===== src/amc_map.svh =====
`ifndef AMC_MAP_SVH
`define AMC_MAP_SVH

// ****************************************************************
// serial frame layout
// ****************************************************************
`define AMC_ADDR_W 10
`define AMC_DATA_W 6
`define AMC_FRAME_BITS 5'h10
`define AMC_CNT_MAX 5'h1F

// ****************************************************************
// register addresses
// ****************************************************************
`define AMC_ADDR_OPR_LOW 10'h000
`define AMC_ADDR_OPR_HIGH 10'h001
`define AMC_ADDR_CTL 10'h006

// ****************************************************************
// reset values
// ****************************************************************
`define AMC_OPR_RESET 8'h00
`define AMC_CTL_RESET 6'h00

// ****************************************************************
// field positions
// ****************************************************************
`define AMC_OPR_PWR_LSB 0
`define AMC_OPR_PWR_MSB 1
`define AMC_OPR_BLK_BIT 2
`define AMC_OPR_LOW_MSB 5
`define AMC_OPR_HIGH_LSB 6
`define AMC_OPR_HIGH_MSB 7
`define AMC_CTL_STEER_LSB 0
`define AMC_CTL_STEER_MSB 2
`define AMC_CTL_GAIN_BIT 3
`define AMC_CTL_LATCH_BIT 4
`define AMC_CTL_HIZ_BIT 5

// ****************************************************************
// converter data path
// ****************************************************************
`define AMC_ADC_W 12

`endif


===== src/amc_pkg.sv =====
`include "amc_map.svh"

package amc_pkg;

  typedef enum logic [1:0] {
    AMC_PWR_NORMAL,
    AMC_PWR_STANDBY1,
    AMC_PWR_STANDBY2,
    AMC_PWR_STANDBY3
  } amc_power_t;

  typedef enum logic [2:0] {
    AMC_STEER_OFF,
    AMC_STEER_MOSAIC_SEPARATE,
    AMC_STEER_VD_INTERLACED,
    AMC_STEER_MOSAIC_REPEAT,
    AMC_STEER_THREE_COLOUR,
    AMC_STEER_THREE_COLOUR_II,
    AMC_STEER_FOUR_COLOUR,
    AMC_STEER_FOUR_COLOUR_II
  } amc_steer_t;

  typedef enum logic [1:0] {
    AMC_SER_IDLE,
    AMC_SER_SHIFT
  } amc_ser_state_t;

  typedef struct packed {
    logic [2:0] sck_sync;
    logic [2:0] sl_sync;
    logic [2:0] sdata_sync;
    logic sck_level;
    logic sl_level;
    logic sdata_level;
    amc_ser_state_t ser_state;
    logic [15:0] shift;
    logic [4:0] bit_cnt;
    logic [7:0] operation_mode_word;
    logic [5:0] colour_output_control_word;
    logic [`AMC_ADC_W-1:0] data_out;
    logic data_oe;
  } amc_state_t;

endpackage


===== src/amc_top.sv =====
`timescale 1ns/10ps
// Operation
// - operation word bits 5:0 at address 0, bits 7:6 at address 1, 10-bit address
// - power field bits 1:0: 0 normal, 1 to 3 standby states
// - operation bit 2 high disables black-level clamping
// - control word resets to zero; bits 2:0 select colour steering mode
// - control bit 3 high enables the per-pixel gain amplifier
// - control bit 4 low registers converter data on selected output edge
// - control bit 4 high makes output latch transparent
// - control bit 5 high places data outputs in high impedance

`include "amc_map.svh"

module amc_top
  import amc_pkg::*;
(
  input wire logic REF_CLK_I,
  input wire logic RSTN_I,
  input wire logic SER_CLK_I,
  input wire logic SER_LOAD_N_I,
  input wire logic SER_DATA_I,
  input wire logic [`AMC_ADC_W-1:0] ADC_DATA_I,
  input wire logic DOUT_EDGE_I,
  output logic [1:0] POWER_STATE_SELECT_O,
  output logic BLACK_CLAMP_DISABLE_O,
  output logic [4:0] TEST_MODE_BITS_O,
  output logic [2:0] COLOUR_STEER_MODE_O,
  output logic PIXEL_GAIN_ENABLE_O,
  output logic OUTPUT_LATCH_BYPASS_O,
  output logic [`AMC_ADC_W-1:0] DATA_O,
  output logic DATA_OE_O
);

  // ****************************************************************
  // state
  // ****************************************************************
  amc_state_t state_reg;
  amc_state_t state_next;

  logic sck_rise;
  logic sl_rise;
  logic sl_fall;
  logic [`AMC_ADDR_W-1:0] wr_addr;
  logic [`AMC_DATA_W-1:0] wr_data;
  logic frame_ok;
  logic sel_opr_low;
  logic sel_opr_high;
  logic sel_ctl;

  // ****************************************************************
  // next state
  // ****************************************************************
  always_comb
  begin
    state_next = state_reg;
    sck_rise = 1'b0;
    sl_rise = 1'b0;
    sl_fall = 1'b0;
    wr_addr = state_reg.shift[`AMC_ADDR_W-1:0];
    wr_data = state_reg.shift[15:`AMC_ADDR_W];
    frame_ok = 1'b0;
    sel_opr_low = 1'b0;
    sel_opr_high = 1'b0;
    sel_ctl = 1'b0;

    // three stages; a level counts once stages two and three agree
    state_next.sck_sync = {state_reg.sck_sync[1:0], SER_CLK_I};
    state_next.sl_sync = {state_reg.sl_sync[1:0], SER_LOAD_N_I};
    state_next.sdata_sync = {state_reg.sdata_sync[1:0], SER_DATA_I};
    if (state_reg.sck_sync[1] == state_reg.sck_sync[2])
    begin
      state_next.sck_level = state_reg.sck_sync[2];
    end
    if (state_reg.sl_sync[1] == state_reg.sl_sync[2])
    begin
      state_next.sl_level = state_reg.sl_sync[2];
    end
    if (state_reg.sdata_sync[1] == state_reg.sdata_sync[2])
    begin
      state_next.sdata_level = state_reg.sdata_sync[2];
    end

    sck_rise = state_next.sck_level & ~state_reg.sck_level;
    sl_rise = state_next.sl_level & ~state_reg.sl_level;
    sl_fall = ~state_next.sl_level & state_reg.sl_level;

    // ****************************************************************
    // address decode
    // ****************************************************************
    // exact match on all ten address bits; aliases never hit a register,
    // and an unmapped address selects nothing, so its frame is taken
    // and then ignored
    if (wr_addr == `AMC_ADDR_OPR_LOW)
    begin
      sel_opr_low = 1'b1;
    end
    else if (wr_addr == `AMC_ADDR_OPR_HIGH)
    begin
      sel_opr_high = 1'b1;
    end
    else if (wr_addr == `AMC_ADDR_CTL)
    begin
      sel_ctl = 1'b1;
    end

    // ****************************************************************
    // serial receiver: address then data, least significant bit first
    // ****************************************************************
    case (state_reg.ser_state)
      AMC_SER_IDLE:
      begin
        if (sl_fall)
        begin
          state_next.ser_state = AMC_SER_SHIFT;
          state_next.bit_cnt = 5'h00;
        end
      end
      AMC_SER_SHIFT:
      begin
        // data is sampled from its agreed level of the cycle before, one cycle
        // older than the clock level that makes the edge, so it keeps its setup relation
        if (sck_rise && !sl_rise)
        begin
          state_next.shift = {state_reg.sdata_level, state_reg.shift[15:1]};
          // the count stops at its ceiling so a runaway frame cannot
          // wrap round and look like a frame of the right length
          if (state_reg.bit_cnt != `AMC_CNT_MAX)
          begin
            state_next.bit_cnt = state_reg.bit_cnt + 5'h01;
          end
        end
        if (sl_rise)
        begin
          state_next.ser_state = AMC_SER_IDLE;
          // a frame of any other length is dropped whole, so a glitch on
          // the serial clock cannot shift a half-written word into place
          frame_ok = (state_reg.bit_cnt == `AMC_FRAME_BITS);
          if (frame_ok && sel_opr_low)
          begin
            state_next.operation_mode_word[`AMC_OPR_LOW_MSB:0] = wr_data;
          end
          if (frame_ok && sel_opr_high)
          begin
            // only two data bits exist at this address; the rest are lost
            state_next.operation_mode_word[`AMC_OPR_HIGH_MSB:`AMC_OPR_HIGH_LSB] =
              wr_data[1:0];
          end
          if (frame_ok && sel_ctl)
          begin
            // the whole control word, steering field included, is replaced
            state_next.colour_output_control_word = wr_data;
          end
        end
      end
      default:
      begin
        state_next.ser_state = AMC_SER_IDLE;
      end
    endcase

    // ****************************************************************
    // converter output path
    // ****************************************************************
    if (state_reg.colour_output_control_word[`AMC_CTL_LATCH_BIT])
    begin
      // transparent: follows the converter every cycle, one flop late
      state_next.data_out = ADC_DATA_I;
    end
    else if (DOUT_EDGE_I)
    begin
      state_next.data_out = ADC_DATA_I;
    end
    // the enable lags control bit 5 by one cycle, like the data it guards
    state_next.data_oe = ~state_reg.colour_output_control_word[`AMC_CTL_HIZ_BIT];
  end

  // ****************************************************************
  // registers
  // ****************************************************************
  always_ff @(posedge REF_CLK_I)
  begin
    if (!RSTN_I)
    begin
      state_reg <= '0;
      // load idles high; a filter that woke low would report a false
      // frame start right after reset
      state_reg.sl_sync <= 3'h7;
      state_reg.sl_level <= 1'b1;
      state_reg.ser_state <= AMC_SER_IDLE;
      state_reg.operation_mode_word <= `AMC_OPR_RESET;
      state_reg.colour_output_control_word <= `AMC_CTL_RESET;
      state_reg.data_oe <= 1'b1;
    end
    else
    begin
      state_reg <= state_next;
    end
  end

  // ****************************************************************
  // outputs, all straight from the state flops
  // ****************************************************************
  always_comb
  begin
    POWER_STATE_SELECT_O =
      state_reg.operation_mode_word[`AMC_OPR_PWR_MSB:`AMC_OPR_PWR_LSB];
    BLACK_CLAMP_DISABLE_O = state_reg.operation_mode_word[`AMC_OPR_BLK_BIT];
    // test bits are passed on untouched; the host must keep them at 5'h02
    TEST_MODE_BITS_O = state_reg.operation_mode_word[7:3];
    COLOUR_STEER_MODE_O =
      state_reg.colour_output_control_word[`AMC_CTL_STEER_MSB:`AMC_CTL_STEER_LSB];
    PIXEL_GAIN_ENABLE_O =
      state_reg.colour_output_control_word[`AMC_CTL_GAIN_BIT];
    OUTPUT_LATCH_BYPASS_O =
      state_reg.colour_output_control_word[`AMC_CTL_LATCH_BIT];
    // converter data is one cycle behind the pins even when transparent
    DATA_O = state_reg.data_out;
    DATA_OE_O = state_reg.data_oe;
  end

endmodule


===== config.mk =====
export PLATFORM = sky130hd
export DESIGN_NAME = amc_top
export DESIGN_NICKNAME = d
export VERILOG_FILES = /design/src/amc_pkg.sv /design/src/amc_top.sv
export VERILOG_INCLUDE_DIRS = /design/src /design/src/src
export SDC_FILE = /design/constraint.sdc
export NUM_CORES = 1
export LEC_CHECK = 0
export ABC_CLOCK_PERIOD_IN_PS = 4800
export BUFFER_PORTS_ARGS = -buffer_cell sky130_fd_sc_hd__buf_2
export CORE_AREA = 4 4 96 98
export DETAILED_ROUTE_END_ITERATION = 16
export DIE_AREA = 0 0 100 102
export GPL_ROUTABILITY_DRIVEN = 0
export PLACE_DENSITY_LB_ADDON = 0.3
export SLEW_MARGIN = 20
export SYNTH_ARGS = -nofsm -noshare
export SYNTH_HDL_FRONTEND = slang
export SYNTH_SLANG_ARGS = --single-unit
export TNS_END_PERCENT = 1

===== constraint.sdc =====
create_clock -name REF_CLK_I -period 4.8 [get_ports REF_CLK_I]
set_input_delay 0.24 -clock REF_CLK_I [delete_from_list [all_inputs] [get_ports REF_CLK_I]]
set_output_delay 0.24 -clock REF_CLK_I [all_outputs]
set_load 0.02 [all_outputs]

== After elaboration in Yosys (flattened, before gate mapping) ==
Index checks and enable logic that the tools add are counted.
Operators by class
  add/sub/neg operators: 1
  equality and inequality tests: 12
  mux-type cells: 17
  bitwise gates (word level): 7
  reductions and logical operators: 15
Operators by type and width (number)
  $mux 12: 2
  $mux 5: 3
  $eq 10x1->1 const B: 1
  $eq 10x3->1 const B: 1
  $logic_not 10->1: 1
  $pmux 5 s2: 1
  $reduce_and 3->1: 3
  $mux 1: 8
  $ne 2x2->1 const B: 4
  $add 5x1->5 const B: 1
  $eq 5x5->1 const B: 1
  $ne 5x5->1 const B: 1
  $logic_and 1x1->1: 4
  $mux 2: 2
  $not 1->1: 4
  $pmux 2 s2: 1
  $reduce_and 2->1: 2
  $reduce_and 4->1: 1
  $reduce_bool 2->1: 2
  $and 1x1->1: 3
  $eq 1x1->1: 3
  $eq 2x1->1 const B: 1
  $logic_not 2->1: 1
  $logic_not 1->1: 1
Storage, ports and cells
  flip-flop bits (word level): 62
  bits of input ports: 18
  output and inout bits: 26
  word-level logic and storage cells: 66

== Longest topological paths before layout ==
Gate-level depths: netlist of run 1.
  depth after elaboration: 7
  gate-level depth with buffers: 6
  depth with buffers taken out: 6

== Least setup slack after synthesis of run 1 ==
No wires, ideal clock.
  path type: register -> register
  start point: register state_reg[35] (netlist name)
  end point: register state_reg, in the netlist BLACK_CLAMP_DISABLE_O
  setup time: 72 ps
  arrival: 1814 ps
  required time: 4728 ps
  path slack: 2914 ps
  stages on the path, launching flop included: 5
  path buffers: 0
  clock period less this slack: 1886 ps
  path through: dfxtp_1 or4b_4 or3_4 nor4_4 mux2i_1
Between the ends
  word-level cells in the longest chain between the ends: 4
RTL lines
  from (decl): line amc_top.sv:37  | amc_state_t state_reg;
  from (signal assigned): line amc_top.sv:196  | state_reg <= state_next;
  $logic_not 10->1 (no line)
  $mux 1: line amc_top.sv:93  | if (wr_addr == `AMC_ADDR_OPR_LOW)
  $logic_and 1x1->1: line amc_top.sv:138  | if (frame_ok && sel_opr_low)
  $reduce_and 3->1 (no line)
No other way between the ends.
A chain may end at the register's enable or synchronous reset.

== Worst setup path after layout of run 1 ==
  start point: register state_reg[48] (netlist name)
  end point: register state_reg[32] (netlist name)
Between the ends
  word-level cells in the longest chain between the ends: 2
RTL lines
  $eq 2x1->1
  $reduce_and 2->1 (no line)
No other way between the ends.

==> flow_summary.ini, run 1 <==
[outcome]
run_status = finished, final reports clean

[power]
leakagePower_nw = 1.09
ir_drop_uv = 175
total_power_mw = 0.939
powerDensity_nw_per_um2 = 329

[detailed_routing]
ant_nets = 0
drc = 0
wirelength_mm = 4.75
routedWlPerCell_um = 11.5
firstDrtPassIters = 4
num_vias = 1798
vias_per_cell = 4.36
drt_iter0_drc = 54

[finish]
largest_register_ffs = 29
nFillCells = 895
post-route-util_pct = 33.7
antennaDiodeCount = 0
finalInstanceArea_um2 = 2850
stdcell_count = 412
nets = 321
drive_above_1_share_pct = 21.7
syn2layout_area_growth_pct = 12.0

[logic_synthesis]
synth_area_leaders = dfxtp_1, nand2_1, a21boi_0, mux2i_1, buf_4
syn-num-nets = 302
yosysMostFrequentCell = nand2_1
synth_area_um2 = 2550
syn-mean-instance-area_um2 = 9.07
synth_top_area_share_pct = 47.9
yosysSeqAreaShare_pct = 47.9
yosys_warnings = 0
synth_seq_cells = 61
synth_area_leader_cell = dfxtp_1
netlist_top_cells_count = nand2_1, dfxtp_1, a21boi_0, buf_4, o21ai_0
synth_cell_types = 29
synth-edff-count = 0
syn_inst = 281
synth_flop_cell = dfxtp_1
async_reset_ff_share_pct = 0

[global_route]
antenna_found_initial = 0
grt_pass1_vias = 1856
grt_pass1_wl_mm = 8.47
grt_usage_pct = 10.6
grt_start_max_net_pins = 69
gr-total-overflow = 0

[clock_tree]
cts_setup_buffers = 0
cts_sinks = 61
cts_buffer_depth = 2
holdBufCountCts = 0
clk_pin_slew_ns = 0.06
post_cts_resized = 0
root_buffer = clkbuf_8
cts_made_buffers = 9
clkLatencyLatePin_ns = 0.33
cts_tree = yes
htree_levels = 3

[placement]
place_inst = 397
post-dp-hpwl_mm = 3.17
port_buffers = 43
place_ws_ns = 2.31
post_dp_cell_area_um2 = 2680

[sta]
timing.slew.headroom_pct = 48.5
timing.fmax_mhz = 451
finalSetupViolCount = 0
fin_tns_setup_ns = 0
finalCritPeriodShare_pct = 46.2
maxSlewViolCount = 0
rsz0062_at_grt = false
worst_pin_slew_ns = 0.770
hold_viol = 0
timing.final.ws_setup_ns = 2.58
skew_ns = 0.00586
hold_ws_ns = 0.0926
min_period_ns = 2.22

[worst_setup_path]
critPathMaxFanout = 18
crit_path_end_kind = flip-flop
cp.required_ns = 5.02
cp-start-kind = flip-flop
path_class = flip-flop to flip-flop
cp_data_arrival_time_ns = 2.44

[hold_path]
hold_class = input port to flip-flop

[die]
die-width_um = 100
io_pins = 44
start_util_pct = 30.1
core_um2 = 8470
dieHeight_um = 102
die_area_um2 = 10200
num_rows = 34

[run]
maxCapViolCount = 0
logic make-up (layout without fill, tap and decap cells):
family,after synthesis,in the layout,synth area share [%]
compound gates,55,55,13.9
fa+ha+maj,3,3,1.47
buf+inv,37,60,8.69
flops,61,61,47.9
mux,17,17,6.68
simple gates,108,108,21.3
power breakdown:
group          switching (mW)  leakage [nW]  internal, mW
Combinational          0.0246         0.507        0.0170
Clock                   0.184        0.0877         0.194
Sequential            0.00431         0.495         0.515
final cells by class:
class / count / area, µm² / area share, %
repair buffers: 43 / 218 / 7.63
well taps: 108 / 135 / 4.73
multi-input cells: 183 / 1110 / 38.8
flip-flops and latches: 61 / 1220 / 42.8
clock inverters: 5 / 27.5 / 0.964
inverters: 2 / 7.51 / 0.263
clock buffers: 10 / 138 / 4.82
final timing paths:
path	to	cells past startpoint	from	slack [ns]
worst min register to register	DATA_OE_O	1	state_reg[18]	0.39
worst max-delay path	state_reg[32]	4	state_reg[48]	2.58
worst max register to register	state_reg[32]	4	state_reg[48]	2.58
worst min-delay path	state_next[57]	2	SER_LOAD_N_I	0.09
cell usage in the layout (no fill, tap or decap), drive strengths merged:
cell type   n
and3        1
nor3b       1
o21ai      20
nand2      70
a21oi       2
inv         2
or2         3
or3         2
and3b       1
nand3       2
nand4b      1
nor4b       4
nor2b       5
clkinvlp    1
nand2b      3
clkbuf     10
mux2i      17
ha          3
nor3        2
or4b        1
nor2        5
and2        6
o22ai       2
nor4        1
clkinv      4
a22oi       1
dfxtp      61
buf        43
a21boi     30
routing by layer:
| layer | track usage (%) | routed length [µm] | share of wire [%] | vias to the layer above |
|---|---|---|---|---|
| met3 | 3.89 | 209 | 4.4 | 9 |
| met1 | 12.1 | 2300 | 48 | 809 |
| met5 | 0 | 0 | 0 | - |
| li1 | - | - | - | 954 |
| met2 | 17.7 | 2150 | 45 | 26 |
| met4 | 4.66 | 98 | 2.1 | 0 |
worst max-delay path, stage by stage (launching register included):
cell      delay, ns
dfxtp_1        0.40
nand4b_1       0.57
nor2_2         0.82
mux2i_1        0.26
nor2b_1        0.06
Power figures use the tool's default switching activity.
==> run 2, diff against run 1 <==
ABC_CLOCK_PERIOD_IN_PS = 1900   (was 4800)
clock period = 1.9 ns   (was 4.8 ns; I/O delays follow)
==> run 2 against run 1 <==
Register-to-register slack worse by 2.5 ns. Sequential share of layout area fell by 3.5 points. Global-route usage increased by 0.19 points. First-iteration DRC count decreased by 11%. Total power grew to 3.0 times the previous value. Flip-flop and latch count unchanged. Cell area rose by 9.1%. Wire length increased by 0.74%. Worst hold slack got worse by 0.074 ns. Non-clock buffer count rose by 17. Setup slack got worse by 2.5 ns. Largest cell class unchanged.
==> flow_summary.ini, run 2 (synthesized netlist as in run 1, its figures left out) <==
[hold_path]
hold_class = input port to flip-flop
worstHoldStart = ADC_DATA_I[8]

[clock_tree]
cts_buffer_depth = 2
cts_made_buffers = 9
cts_sinks = 61
clkLatencyLatePin_ns = 0.33
clk_pin_slew_ns = 0.07
cts_tree = yes
root_buffer = clkbuf_8
htree_levels = 3

[die]
dieHeight_um = 102
num_rows = 34
die_area_um2 = 10200
start_util_pct = 30.1
die-width_um = 100
io_pins = 44
core_um2 = 8470

[finish]
nFillCells = 840
final_cell_mix = nand2_1, dfxtp_1, buf_2
drive_above_1_share_pct = 24.6
final_common_cell = nand2_1
multiInputGateArea_um2 = 1120
antennaDiodeCount = 0
nets = 338
ff_latch_area_um2 = 1220
largest_register_ffs = 29
finalInstanceArea_um2 = 3110
syn2layout_area_growth_pct = 22.2
stdcell_count = 429

[power]
ir_drop_uv = 354
powerDensity_nw_per_um2 = 912
leakagePower_nw = 1.22

[worst_setup_path]
crit_family = simple AND/OR/NAND/NOR gates
critPathMaxStageDelay_ns = 0.53
crit_top_cell = or3_4
crit_buf_inv = 0
crit_path_end_kind = flip-flop
cp-start-kind = flip-flop
cp.required_ns = 2.12
cp-startpoint = state_reg[35]
rr_startpoint = state_reg[35]
path_class = flip-flop to flip-flop
cp_slowest_cell = or4b_4
critPathMaxFanout = 3
cp_data_arrival_time_ns = 2.07
worstPathCellList = or4b_4 > or3_4 > or3_4 > mux2i_1

[detailed_routing]
firstDrtPassIters = 4
routedWlPerCell_um = 11.2
num_vias = 1875
drc = 0
drt_iter0_drc = 48
ant_nets = 0
vias_per_cell = 4.37
wirelength_mm = 4.79

[sta]
fin_tns_setup_ns = 0
rsz0062_at_grt = true
min_period_ns = 1.85
worst_pin_slew_ns = 0.603
timing.slew.headroom_pct = 59.2
timing.fmax_mhz = 542
skew_ns = 0.00693
maxSlewViolCount = 0
finalSetupViolCount = 0
hold_viol = 0
hold_ws_ns = 0.0183
finalCritPeriodShare_pct = 97.2

[global_route]
grt_usage_pct = 10.7
grt_pass1_wl_mm = 8.69
antenna_found_initial = 0
gr-total-overflow = 0
grt_pass1_vias = 1904
grt_start_max_net_pins = 69

[placement]
post-dp-hpwl_mm = 3.27
port_buffers = 43
place_inst = 408
post_dp_cell_area_um2 = 2790

[outcome]
run_status = finished, final reports clean

[run]
maxCapViolCount = 0
run 2: final cells by class:
cell class / count / share of cell area [%]
tap: 108 / 4.34
inverter: 2 / 0.241
multi-input combinational: 183 / 35.8
timing repair buffer: 60 / 12.4
sequential: 61 / 39.3
clock buffer: 11 / 4.86
clock inverter: 4 / 3.05
run 2: per-layer routing:
metal / global-route usage, % / vias up / share of wire, % / routed length, µm
met2: 17.8 / 29 / 47 / 2230
met3: 4.57 / 10 / 5.2 / 248
met4: 4.66 / 0 / 2.0 / 94
met1: 12.1 / 850 / 46 / 2210
li1: - / 986 / - / -
met5: 0 / - / 0 / 0
run 2: what timing repair did:
action                                  4_1_cts  5_1_grt
endpoints found under the hold margin         6        0
setup buffers                                 0        0
resized for setup                             0        4
endpoints found under the setup margin        0        8
hold buffers                                  6        0
run 2: path summary, 6_finish.rpt:
kind | to | slack [ns] | depth (start not counted)
worst max register to register | TEST_MODE_BITS_O[3] | 0.05 | 4
worst min-delay path | DATA_O[8] | 0.02 | 3
worst min register to register | DATA_OE_O | 0.39 | 1
worst max-delay path | TEST_MODE_BITS_O[3] | 0.05 | 4
run 2: stage by stage:
stage	power (mW)	setup WS (ns)	util, %
floorplan	1.42	0.0141	-
global placement	1.45	0.0389	33.0
detailed placement	1.45	0.0239	33.0
CTS	2.90	0.0139	36.6
global route	2.97	0.00554	36.8
finish	2.84	0.0539	36.8
run 2: power by group:
| group | switching (mW) | internal (mW) | total, mW |
|---|---|---|---|
| sequential | 0.0104 | 1.30 | 1.31 |
| combinational | 0.0646 | 0.0559 | 0.120 |
| clock | 0.475 | 0.934 | 1.41 |
| total | 0.550 | 2.29 | 2.84 |
run 2: worst register-to-register path, delay by kind of cell, from the launching register on:
kind | cells | cell delay, ns
and+or+nand+nor | 3 | 1.30
DFF | 1 | 0.32
muxes | 1 | 0.12
==> run 3, diff against run 2 <==
PLACE_DENSITY_LB_ADDON = not set   (was 0.3)
==> run 3 against run 2 <==
Largest cell class unchanged. Highest routed layer unchanged. Clock skew is 0.0036 ns higher. Critical path type unchanged. Cell count grew 0.70%. Total power down 9.6%.
==> flow_summary.ini, run 3 (synthesized netlist as in run 1, its figures left out) <==
[outcome]
run_status = finished, final reports clean

[detailed_routing]
firstDrtPassIters = 4
drt_iter0_drc = 49
ant_nets = 0
drc = 0
vias_per_cell = 4.46
wirelength_mm = 4.68
num_vias = 1928
routedWlPerCell_um = 10.8

[sta]
hold_viol = 0
worst_pin_slew_ns = 0.512
finalCritPeriodShare_pct = 97.7
timing.final.ws_setup_ns = 0.0435
finalSetupViolCount = 0
maxSlewViolCount = 0
fin_tns_setup_ns = 0
min_period_ns = 1.86
timing.slew.headroom_pct = 65.4
rsz0062_at_grt = true
timing.fmax_mhz = 539
skew_ns = 0.0106

[worst_setup_path]
crit_path_end_kind = flip-flop
rr_worst_depth = 4
cp_slowest_cell = or4b_4
path_class = flip-flop to flip-flop
reg2reg_slack_ns = 0.04
crit_family = simple AND/OR/NAND/NOR gates
cp-start-kind = flip-flop
crit_top_cell = or3_4
critPathMaxStageDelay_ns = 0.53
rr_startpoint = state_reg[37]
r2r-end = TEST_MODE_BITS_O[3]
crit_buf_inv = 0
cp_data_arrival_time_ns = 2.08
worstPathCellList = or4b_4 > or3_4 > or3_4 > mux2i_1
critPathMaxFanout = 3
cp.required_ns = 2.12

[placement]
place_ws_ns = 0.0000232
place_inst = 410
post-dp-hpwl_mm = 3.35
port_buffers = 43

[hold_path]
hold_class = input port to flip-flop
whs_endpoint = DATA_O[6]
worstHoldStart = ADC_DATA_I[6]
whs_path_depth = 3

[global_route]
gr-total-overflow = 0
grt_usage_pct = 10.0
antenna_found_initial = 0
grt_pass1_wl_mm = 8.16
grt_start_max_net_pins = 25
grt_pass1_vias = 1817

[clock_tree]
htree_levels = 3
cts_made_buffers = 9
cts_tree = yes
cts_buffer_depth = 2
clkLatencyLatePin_ns = 0.33
root_buffer = clkbuf_8
clk_pin_slew_ns = 0.07
cts_sinks = 61

[finish]
nets = 341
drive_above_1_share_pct = 25.3
post-route-util_pct = 36.2
antennaDiodeCount = 0
syn2layout_area_growth_pct = 20.4
largest_register_ffs = 29
nFillCells = 885
final_common_cell = nand2_1
stdcell_count = 432
final_cell_mix = nand2_1, dfxtp_1, buf_2

[power]
total_power_mw = 2.57
powerDensity_nw_per_um2 = 837
leakagePower_nw = 1.21
ir_drop_uv = 269

[die]
start_util_pct = 30.1
io_pins = 44
dieHeight_um = 102
die_area_um2 = 10200
num_rows = 34
die-width_um = 100
core_um2 = 8470

[run]
maxCapViolCount = 0
==> run 3: changes by cell type in the layout (fill, tap and decap cells not counted), sizes merged <==
| cell | change |
|---|---|
| buf | +2 |
| bufinv | -2 |
| dlygate4sd3 | +1 |
| clkinvlp | +1 |
| clkinv | +1 |
==> run 3: worst max-delay path by stage <==
stage	from	endpoint	slack [ns]	cells past startpoint
after floorplan	state_reg[35]	BLACK_CLAMP_DISABLE_O	0.01	4
after global placement	state_reg[35]	TEST_MODE_BITS_O[3]	0.03	4
after detailed placement	state_reg[35]	POWER_STATE_SELECT_O[0]	0.00002	5
after CTS	state_reg[35]	TEST_MODE_BITS_O[0]	0.002	5
after global routing	state_reg[37]	TEST_MODE_BITS_O[3]	-0.007	4
final	state_reg[37]	TEST_MODE_BITS_O[3]	0.04	4
==> run 3: stage by stage <==
step / cell area [µm²] / hold WS (ns)
floorplan: 2550 / 0.196
global placement: 2780 / 0.286
detailed placement: 2780 / 0.289
CTS: 3050 / 0.00296
global route: 3070 / 0.0133
finish: 3070 / 0.0185
==> run 3: area by class of cell <==
class                      count  area (µm²)  share of cell area, %
multi-input combinational    183        1120                   36.4
clock inverter                 4        47.5                   1.55
timing repair buffer          63         387                   12.6
sequential                    61        1220                   39.9
tap                          108         135                   4.40
clock buffer                  11         151                   4.93
inverter                       2        7.51                  0.245
==> run 3: per-layer routing <==
metal  GRT usage, %  vias to the layer above  share of wire (%)  wire length, µm
li1               -                      990                  -                -
met1           11.4                      907                 46             2130
met2           16.8                       27                 48             2260
met3           3.55                        4                4.8              225
met4           4.97                        0                1.2               57
met5              0                        -                  0                0
==> run 3: power by group <==
part	internal, mW	switching, mW
clock network	0.665	0.471
registers	1.30	0.0101
logic	0.0569	0.0651
total	2.02	0.546
==> run 3: repair_timing <==
item                       4_1_cts  5_1_grt
pin swaps                        0        3
resized for setup                1        5
hold buffers                     7        0
setup endpoints to repair        2       13
setup buffers                    0        0
hold endpoints to repair         7        0
==> run 3: worst register-to-register path, cell delays in order, from the launching register on <==
cell and delay, ns:
dfxtp_2 0.32, or4b_4 0.53, or3_4 0.36, or3_4 0.41, mux2i_1 0.12
